**config.mk**
```make
export PLATFORM = sky130hd
export DESIGN_NAME = dts_top
export DESIGN_NICKNAME = d
export VERILOG_FILES = /design/src/design/dts_pkg.sv /design/src/design/dts_top.sv
export SDC_FILE = /design/constraint.sdc
export NUM_CORES = 1
export LEC_CHECK = 0
export BUFFER_PORTS_ARGS = -buffer_cell sky130_fd_sc_hd__buf_2
export CAP_MARGIN = 10
export CORE_MARGIN = 5
export CORE_UTILIZATION = 39
export CTS_CLUSTER_DIAMETER = 50
export CTS_CLUSTER_SIZE = 25
export DETAILED_ROUTE_END_ITERATION = 8
export GPL_TIMING_DRIVEN = 0
export PLACE_DENSITY_LB_ADDON = 0.05
export SLEW_MARGIN = 10
export SYNTH_ARGS = -nofsm -noshare
export SYNTH_HDL_FRONTEND = slang
export SYNTH_SLANG_ARGS = --single-unit
export TNS_END_PERCENT = 50
```
**constraint.sdc**
```tcl
create_clock -name clk -period 3.75 [get_ports clk]
set_input_delay 0.9375 -clock clk [delete_from_list [all_inputs] [get_ports clk]]
set_output_delay 0.9375 -clock clk [all_outputs]
set_load 0.01 [all_outputs]
```
**src/design/dts_pkg.sv**
```systemverilog
`default_nettype none
// ============================================================
// Shared constants for the die temperature sensor control
package dts_pkg;
	// ============================================================
	// Register map (special function register address and page)
	localparam logic [7:0] DTS_ADDR_CTL = 8'hd2;
	localparam logic [7:0] DTS_ADDR_LOW = 8'hd2;
	localparam logic [7:0] DTS_ADDR_HIGH = 8'hd3;
	localparam logic [3:0] DTS_PAGE_CTL = 4'hf;
	localparam logic [3:0] DTS_PAGE_DATA = 4'h0;
	// Control register fields
	localparam int DTS_BIT_LAUNCH = 7;
	localparam int DTS_BIT_DONE = 6;
	localparam int DTS_LEN_MSB = 2;
	localparam logic [7:0] DTS_RESET_BYTE = 8'h00;
	// ============================================================
	// Timing: clock rate, sensor clock span per step, settle tail
	localparam int DTS_CLK_MHZ = 200;
	localparam int DTS_STEP_TICKS = 256;
	localparam int DTS_SETTLE_US = 32;
	localparam int DTS_SETTLE_CYC = DTS_SETTLE_US * DTS_CLK_MHZ;
	// Sequencer states, Gray along idle, convert, settle
	typedef enum logic [1:0] {
		DTS_IDLE = 2'b00,
		DTS_CONV = 2'b01,
		DTS_SETTLE = 2'b11
	} dts_state_t;
endpackage
`default_nettype wire

```
**src/design/dts_top.sv**
```systemverilog
`default_nettype none
// Behaviour
// - Launch after start bit written one then zero, when idle
// - Duration: 256 sensor ticks times (2^(len+1)+1), plus 32us
// - Length field bits 2:0, read/write, resets zero
// - Completion sets done flag, control bit 6
// - Done flag cleared only by software write
// - Interrupt request when done sets from clear, if enabled
// - Result registers loaded as done flag sets
// - Result is 16-bit two's complement, 1/128 degree
// - High byte holds bits 15:8, low 7:0
// - Control page F 0xd2, data page 0 0xd2/0xd3
module dts_top import dts_pkg::*; #(
	parameter int SENSOR_DIV = 8, // System clocks per sensor clock
	parameter int SETTLE_CYCLES = DTS_SETTLE_CYC // 32 us tail in system clocks
) (
	// Clock and reset
	input wire logic clk,
	input wire logic rst_b,
	// Special function register port
	input wire logic [7:0] sfr_addr,
	input wire logic [3:0] sfr_page,
	input wire logic sfr_wr,
	input wire logic sfr_rd,
	input wire logic [7:0] sfr_wdata,
	output logic [7:0] sfr_rdata,
	// Sensing element result and interrupt enable
	input wire logic [15:0] sensor_value,
	input wire logic sensor_irq_enable,
	// Status outputs
	output logic irq_req,
	output logic busy
);
	// ============================================================
	// Decode helpers
	function automatic logic hit(input logic [7:0] a, input logic [3:0] p,
		input logic [7:0] ea, input logic [3:0] ep);
		hit = (a == ea) && (p == ep);
	endfunction
	// Sensor ticks in the convert phase for a length code
	function automatic logic [31:0] conv_ticks(input logic [2:0] len);
		conv_ticks = 32'(DTS_STEP_TICKS) * ((32'h1 << (32'(len) + 32'h1)) + 32'h1);
	endfunction

	// ============================================================
	// State
	dts_state_t state, next_state; // Sequencer
	logic launch, next_launch; // Start bit as written
	logic done, next_done; // Sticky completion flag
	logic [2:0] len, next_len; // Length selector
	logic [2:0] run_len, next_run_len; // Length frozen at launch
	logic [7:0] res_high, next_res_high; // Result bits 15:8
	logic [7:0] res_low, next_res_low; // Result bits 7:0
	logic [31:0] cnt, next_cnt; // Ticks or cycles remaining
	logic [31:0] div, next_div; // Sensor clock divider
	logic [7:0] next_rdata;
	logic next_irq, next_busy;
	// Access, sensor tick and finish strobes
	logic wr_ctl, wr_low, wr_high, launch_ev, tick, finish;

	// ============================================================
	// Register decode; low data register shares 0xd2 with control, high is 0xd3
	always_comb begin
		wr_ctl = sfr_wr && hit(sfr_addr, sfr_page, DTS_ADDR_CTL, DTS_PAGE_CTL);
		wr_low = sfr_wr && hit(sfr_addr, sfr_page, DTS_ADDR_LOW, DTS_PAGE_DATA);
		wr_high = sfr_wr && hit(sfr_addr, sfr_page, DTS_ADDR_HIGH, DTS_PAGE_DATA);
		// Falling write of the start bit after it was set
		launch_ev = wr_ctl && launch && !sfr_wdata[DTS_BIT_LAUNCH];
		tick = (div == 32'(SENSOR_DIV - 1));
		finish = (state == DTS_SETTLE) && (cnt == 32'h1);
	end

	// ============================================================
	// Next-state logic for sequencer, registers and read port
	always_comb begin
		next_state = state;
		next_launch = launch;
		next_done = done;
		next_len = len;
		next_run_len = run_len;
		next_res_high = res_high;
		next_res_low = res_low;
		next_cnt = cnt;
		next_div = tick ? 32'h0 : div + 32'h1;
		next_rdata = 8'h00;
		next_irq = 1'b0;
		// Software writes to control; bits 5:3 simply not stored
		if (wr_ctl) begin
			next_launch = sfr_wdata[DTS_BIT_LAUNCH];
			next_len = sfr_wdata[DTS_LEN_MSB:0];
			// Only a zero clears done; writing one is ignored
			if (!sfr_wdata[DTS_BIT_DONE]) begin
				next_done = 1'b0;
			end
		end
		// Result bytes are software writable as well
		if (wr_low) begin
			next_res_low = sfr_wdata;
		end
		if (wr_high) begin
			next_res_high = sfr_wdata;
		end
		case (state)
			DTS_IDLE: begin
				// Launch ignored while a measurement runs
				if (launch_ev) begin
					next_state = DTS_CONV;
					next_run_len = next_len;
					next_cnt = conv_ticks(next_len);
					next_div = 32'h0; // Align sensor ticks to launch
				end
			end
			DTS_CONV: begin
				if (tick) begin
					next_cnt = cnt - 32'h1;
					if (cnt == 32'h1) begin
						next_state = DTS_SETTLE;
						next_cnt = 32'(SETTLE_CYCLES);
					end
				end
			end
			DTS_SETTLE: begin
				next_cnt = cnt - 32'h1;
				if (finish) begin
					next_state = DTS_IDLE;
					// Set beats a same-cycle software clear
					next_done = 1'b1;
					// Hardware load beats software byte writes
					next_res_high = sensor_value[15:8];
					next_res_low = sensor_value[7:0];
					next_irq = sensor_irq_enable && !done;
				end
			end
			default: begin
				next_state = DTS_IDLE;
			end
		endcase
		next_busy = (next_state != DTS_IDLE);
		// Read port, one cycle latency; unmapped reads give zero
		if (sfr_rd) begin
			if (hit(sfr_addr, sfr_page, DTS_ADDR_CTL, DTS_PAGE_CTL)) begin
				next_rdata = {launch, done, 3'b000, len};
			end else if (hit(sfr_addr, sfr_page, DTS_ADDR_LOW, DTS_PAGE_DATA)) begin
				next_rdata = res_low;
			end else if (hit(sfr_addr, sfr_page, DTS_ADDR_HIGH, DTS_PAGE_DATA)) begin
				next_rdata = res_high;
			end
		end
	end

	// ============================================================
	// Registers only
	always_ff @(posedge clk) begin
		if (!rst_b) begin
			state <= DTS_IDLE;
			launch <= DTS_RESET_BYTE[DTS_BIT_LAUNCH];
			done <= DTS_RESET_BYTE[DTS_BIT_DONE];
			len <= DTS_RESET_BYTE[DTS_LEN_MSB:0];
			run_len <= 3'h0;
			res_high <= DTS_RESET_BYTE;
			res_low <= DTS_RESET_BYTE;
			cnt <= 32'h0;
			div <= 32'h0;
			sfr_rdata <= 8'h00;
			irq_req <= 1'b0;
			busy <= 1'b0;
		end else begin
			state <= next_state;
			launch <= next_launch;
			done <= next_done;
			len <= next_len;
			run_len <= next_run_len;
			res_high <= next_res_high;
			res_low <= next_res_low;
			cnt <= next_cnt;
			div <= next_div;
			sfr_rdata <= next_rdata;
			irq_req <= next_irq;
			busy <= next_busy;
		end
	end

	// ============================================================
	// Checks; helper counts system cycles spent in each phase
	logic [31:0] phase_cyc;
	always_ff @(posedge clk) begin
		if (!rst_b || state != next_state) begin
			phase_cyc <= 32'h0;
		end else begin
			phase_cyc <= phase_cyc + 32'h1;
		end
	end
endmodule // dts_top
`default_nettype wire

```
Yosys cells after proc, flatten, opt, wreduce, memory -nomap -nowiden

Cells that the tools add are included.
Widths: inputs -> output; s select.

Add/sub/neg operators: 4
Equality and inequality tests: 9
Shift operators: 1
Multiplexer cells: 26
Bitwise logic cells: 2
Reduce and logical (&&, ||, !) cells: 20

Operator list:

| operator              | count |
|---|---|
| $mux 32               | 6 |
| $pmux 32 s3           | 1 |
| $mux 8                | 9 |
| $add 32x1->32 const B | 1 |
| $eq 32x1->1 const B   | 1 |
| $eq 32x3->1 const B   | 1 |
| $sub 32x1->32 const B | 1 |
| $add 24x1->24 const B | 1 |
| $shl 1x4->24 const A  | 1 |
| $eq 8x8->1 const B    | 2 |
| $logic_and 1x1->1     | 10 |
| $mux 2                | 4 |
| $pmux 2 s3            | 1 |
| $reduce_and 3->1      | 2 |
| $add 3x1->4 const B   | 1 |
| $eq 4x4->1 const B    | 1 |
| $logic_not 4->1       | 1 |
| $mux 1                | 4 |
| $ne 2x2->1 const B    | 2 |
| $mux 3                | 1 |
| $reduce_bool 3->1     | 1 |
| $reduce_or 3->1       | 1 |
| $eq 2x1->1 const B    | 1 |
| $eq 2x2->1 const B    | 1 |
| other kinds (5)       | 7 |

Bits in registers: 97
Input bits: 41
Output and inout bits: 10
Logic and storage cells: 74

Depth between registers and ports, before layout

Word-level depth: 9
Mapped depth: 10
Mapped depth without buffers: 9

Least setup slack after synthesis

OpenSTA, ideal clock, no wires.

Path type: input -> register
Start point: input sfr_addr[0]
End point: register cnt[20]
Library setup time: 0.070 ns
Data arrival time: 3.069 ns
Data required time: 3.680 ns
Slack: 0.611 ns
Stages: 8
Path buffers: 2
Cell sequence: or4b_4 > or4_1 > buf_2 > o21ai_2 > buf_4 > nor2_1 > or4_1 > a21oi_1

Cells in the longest elaborated chain, start to end: 9
Elaborated cells between the ends (all ways): 13
Classes of those cells: add/sub: 2; eq/ne: 2; shift: 1; mux: 3; reduce/logical: 5

Ends and longest elaborated chain:

| item                 | RTL line       | text |
|---|---|---|
| start, declared      | dts_top.sv:21  | `input wire logic [7:0] sfr_addr,` |
| $eq 8x8->1 *         | dts_top.sv:38  | `hit = (a == ea) && (p == ep);` |
| $logic_and 1x1->1 *  | dts_top.sv:38  |  |
| $logic_and 1x1->1 *  | dts_top.sv:64  | `wr_ctl = sfr_wr && hit(sfr_addr, sfr_page, DTS_ADDR_CTL, DTS_PAGE_CTL);` |
| $mux 3               | dts_top.sv:88  | `if (wr_ctl) begin` |
| $add 3x1->4          | dts_top.sv:42  | `conv_ticks = 32'(DTS_STEP_TICKS) * ((32'h1 << (32'(len) + 32'h1)) + 32'h1);` |
| $shl 1x4->24         | dts_top.sv:42  |  |
| $add 24x1->24        | dts_top.sv:42  |  |
| $mux 32              | dts_top.sv:106 | `if (launch_ev) begin` |
| $pmux 32 s3          | dts_top.sv:103 | `case (state)` |
| end signal, assigned | dts_top.sv:175 | `cnt <= next_cnt;` |
| end, declared        | dts_top.sv:54  | `logic [31:0] cnt, next_cnt;` |

Mark *: on every way between the ends. The rest lies on a longest branch, timed or not. The select of a mux whose other input is x is not followed.
A chain may end at the register's enable or synchronous reset.

Worst setup path after layout

Ends and elaborated chain as after synthesis.

==> flow_summary.toml <==
[worst_setup_path]
path_max_fanout = 10
timing.critical_path.required_ps = 4030
setup.worst_path.end_class = "flip-flop"
worst-path-buf-inv = 3
critical_path_arrival_ps = 3520
cp_slowest_stage_delay_ps = 580
start_to_end_type_of_the_worst_setup_path = "input pin to flip-flop"
worst_path_dominant_cell_family = "simple AND/OR/NAND/NOR gates"
timing.critical_path.from_type = "input pin"
cp_slowest_cell = "or4_1"
cp_cell_sequence = "buf_2, or4b_4, or4_1, buf_2, o21ai_2, buf_4, nor2_1, or4_1, a21oi_1"

[power]
comb_power_share_pct = 4.7
power.switching_fraction_pct = 21.1
ir_worst_vdd_mv = 0.237
power.density_nw_per_um2 = 388
pwr-share-clk_pct = 48.3
internal_power_mw = 1.74
p_switching_uw = 468
p_leak_nw = 2.27
seqPwrFrac_pct = 46.9

[floorplanning]
die-width_um = 122
die-area_um2 = 14900
boundaryPins = 51
fp.coreArea_um2 = 12500
die-height_um = 122
row_count = 41
initial_core_util_pct = 39.3

[logic_synthesis]
syn-cell-area_um2 = 4890
postSynthRegisterBits = 97
synth_area_leader_cell = "dfxtp_1"
synth-main-ff-cell = "dfxtp_1"
synthesis.area_per_instance_um2 = 8.38
ys.warnings.count = 0
synthCells = 584
number_of_nets_in_the_synthesized_netlist = 629
yosysUniqueCellTypes = 60
synth-async-reset-ratio_pct = 0
synth_top_area_share_pct = 39.7
synth-edff-count = 0
yosysSeqAreaShare_pct = 39.7
synth.top_cells.by_area = "dfxtp_1 (40%), nor2_1 (6.8%), xor2_1 (6.6%)"

[global_route]
largest_net_degree_at_the_start_of_global_routing = 16
grt_first_pass_wirelength_um = 21300
grt_remaining_overflow = 0
initial_antenna_violation_count = 0
groute.usage.overall_pct = 18.2
grt_pass1_vias = 4220

[sta]
timing.final.crit_period_ps = 3240
worst_skew_ps = 7.91
slew_viol_final = 0
worst_slew_pin_slew_ps = 904
max-slew-margin-rel_pct = 39.2
worst_slack_ps = 510
fin_setup_tns_ps = 0
number_of_failing_setup_endpoints_in_the_final_timing_report = 0
fmaxAchievable_mhz = 309
layout_worst_path_cycle_share_pct = 86.4
hold_ws_ps = 450
finalHoldViolations = 0
rsz_0062_raised_after_global_routing = "no"

[clock_network]
cts-root-buf = "clkbuf_16"
numCtsBuffers = 9
cts-htree-levels = 3
post_cts_resize_count = 0
tritoncts = "built"
quantity_of_hold_fixing_buffers_added_after_cts = 0
numClockSinks = 97
clock_insertion_delay_worst_skew_ps = 350
cts_setup_buffers = 0
longest_clk_path_bufs = 2
clkTransAtPathRegs_ps = 60

[routing]
post-route-drc-count = 0
routed_wirelength_um = 13200
first_pass_iters = 4
avgRoutedWirePerCell_um = 16.1
route.vias.total = 4538
detail_route.iter0.violations = 247
route.antenna.remaining_nets = 0
viasPerCell = 5.53

[finish]
syn2layout_area_growth_pct = 16.4
drive_gt1_share_pct = 13.7
layout_common_cells = "dfxtp_1 (97), nor2_1 (89), nand2_1 (54)"
layout.cells.non_filler = 820
nets = 688
fillCellCount = 1263
final_common_cell = "dfxtp_1"
antennaDiodeCount = 0

[flow_run]
timing.max_cap.violations = 0

[place]
count_of_placed_standard_cells_including_taps = 804
detailed_placement_wirelength_estimate_um = 9570
port_buffers = 48
gp_congestion = 0.830
detailedPlace.worstSlack_ps = 161

[worst_hold_path]
worst_hold_path_type = "flip-flop to flip-flop"

[run_status]
outcome = "completed"
path summary, 6_finish.rpt:
check | from | end | slack [ps] | depth (start not counted)
min | div[0]$_SDFF_PN0_ | div[0]$_SDFF_PN0_ | 450 | 1
max | sfr_addr[0] | cnt[20]$_SDFFE_PN0P_ | 510 | 9
min reg2reg | div[0]$_SDFF_PN0_ | div[0]$_SDFF_PN0_ | 450 | 1
max reg2reg | state[0]$_SDFF_PN0_ | cnt[8]$_SDFFE_PN0P_ | 720 | 7
worst reg2reg max path, cell delays in order (launching register included):
cell and delay [ps]:
dfxtp_1 330, clkbuf_1 390, inv_1 220, nor4_1 760, clkbuf_1 540, o21ai_0 280
o21a_1 250, o21a_1 170
metal layers:
metal,global-route usage [%],vias up,share of wire [%]
met5,0,-,0
met4,6.65,0,1.6
met3,3.02,17,4.7
met2,29.6,93,47
met1,24.4,2172,47
li1,-,2256,-
cell families (layout without fill, tap and decap cells):
logic type | count (synthesis) | count (layout) | synth area share (%)
AOI/OAI and AO/OA | 98 | 98 | 15.8
xor gates and xnor gates | 50 | 50 | 8.95
adders and majority gates | 4 | 4 | 1.02
buffers and inverters | 40 | 104 | 3.89
DFF | 97 | 97 | 39.7
muxes | 2 | 2 | 0.435
other | 1 | 1 | 0.0766
and+or+nand+nor | 292 | 292 | 30.1
per-stage QoR:
step | area, µm² | util [%] | total power, mW
floorplan | 4890 | - | 1.12
global placement | 5350 | 42.9 | 1.17
detailed placement | 5350 | 42.9 | 1.17
CTS | 5700 | 45.7 | 2.24
global route | 5700 | 45.7 | 2.30
finish | 5700 | 45.7 | 2.21
flip-flops by register name (all words and copies together) (netlist names):
name and cells:
state 2, launch 1, div 32, irq_req 1
sfr_rdata 8, done 1, busy 1, len 3
res_high 8, res_low 8, cnt 32
Yosys cell counts (13+ instances only):
cell type,count
xor2_1,37
nor3_1,21
o211a_1,16
nand3_1,40
clkbuf_1,23
o21ai_0,14
dfxtp_1,97
xnor2_1,13
nor4_1,26
nand4_1,16
nor2_1,89
nand2_1,54
final cells by class:
type | instances | area, µm² | share of cell area (%)
multi-input combinational | 447 | 2760 | 48.5
sequential | 97 | 1940 | 34.1
clock buffer | 11 | 243 | 4.26
timing repair buffer | 48 | 240 | 4.22
tap | 172 | 215 | 3.78
buffer | 31 | 156 | 2.75
clock inverter | 5 | 103 | 1.80
inverter | 9 | 33.8 | 0.593
power groups by stage:
stage	clock [mW]	sequential, mW	combinational (mW)
floorplan	0	1.06	0.0576
global placement	0	1.06	0.104
detailed placement	0	1.06	0.104
CTS	1.09	1.04	0.105
global route	1.15	1.04	0.116
finish	1.07	1.04	0.105
Note: power is estimated with default switching activity, not from simulation.
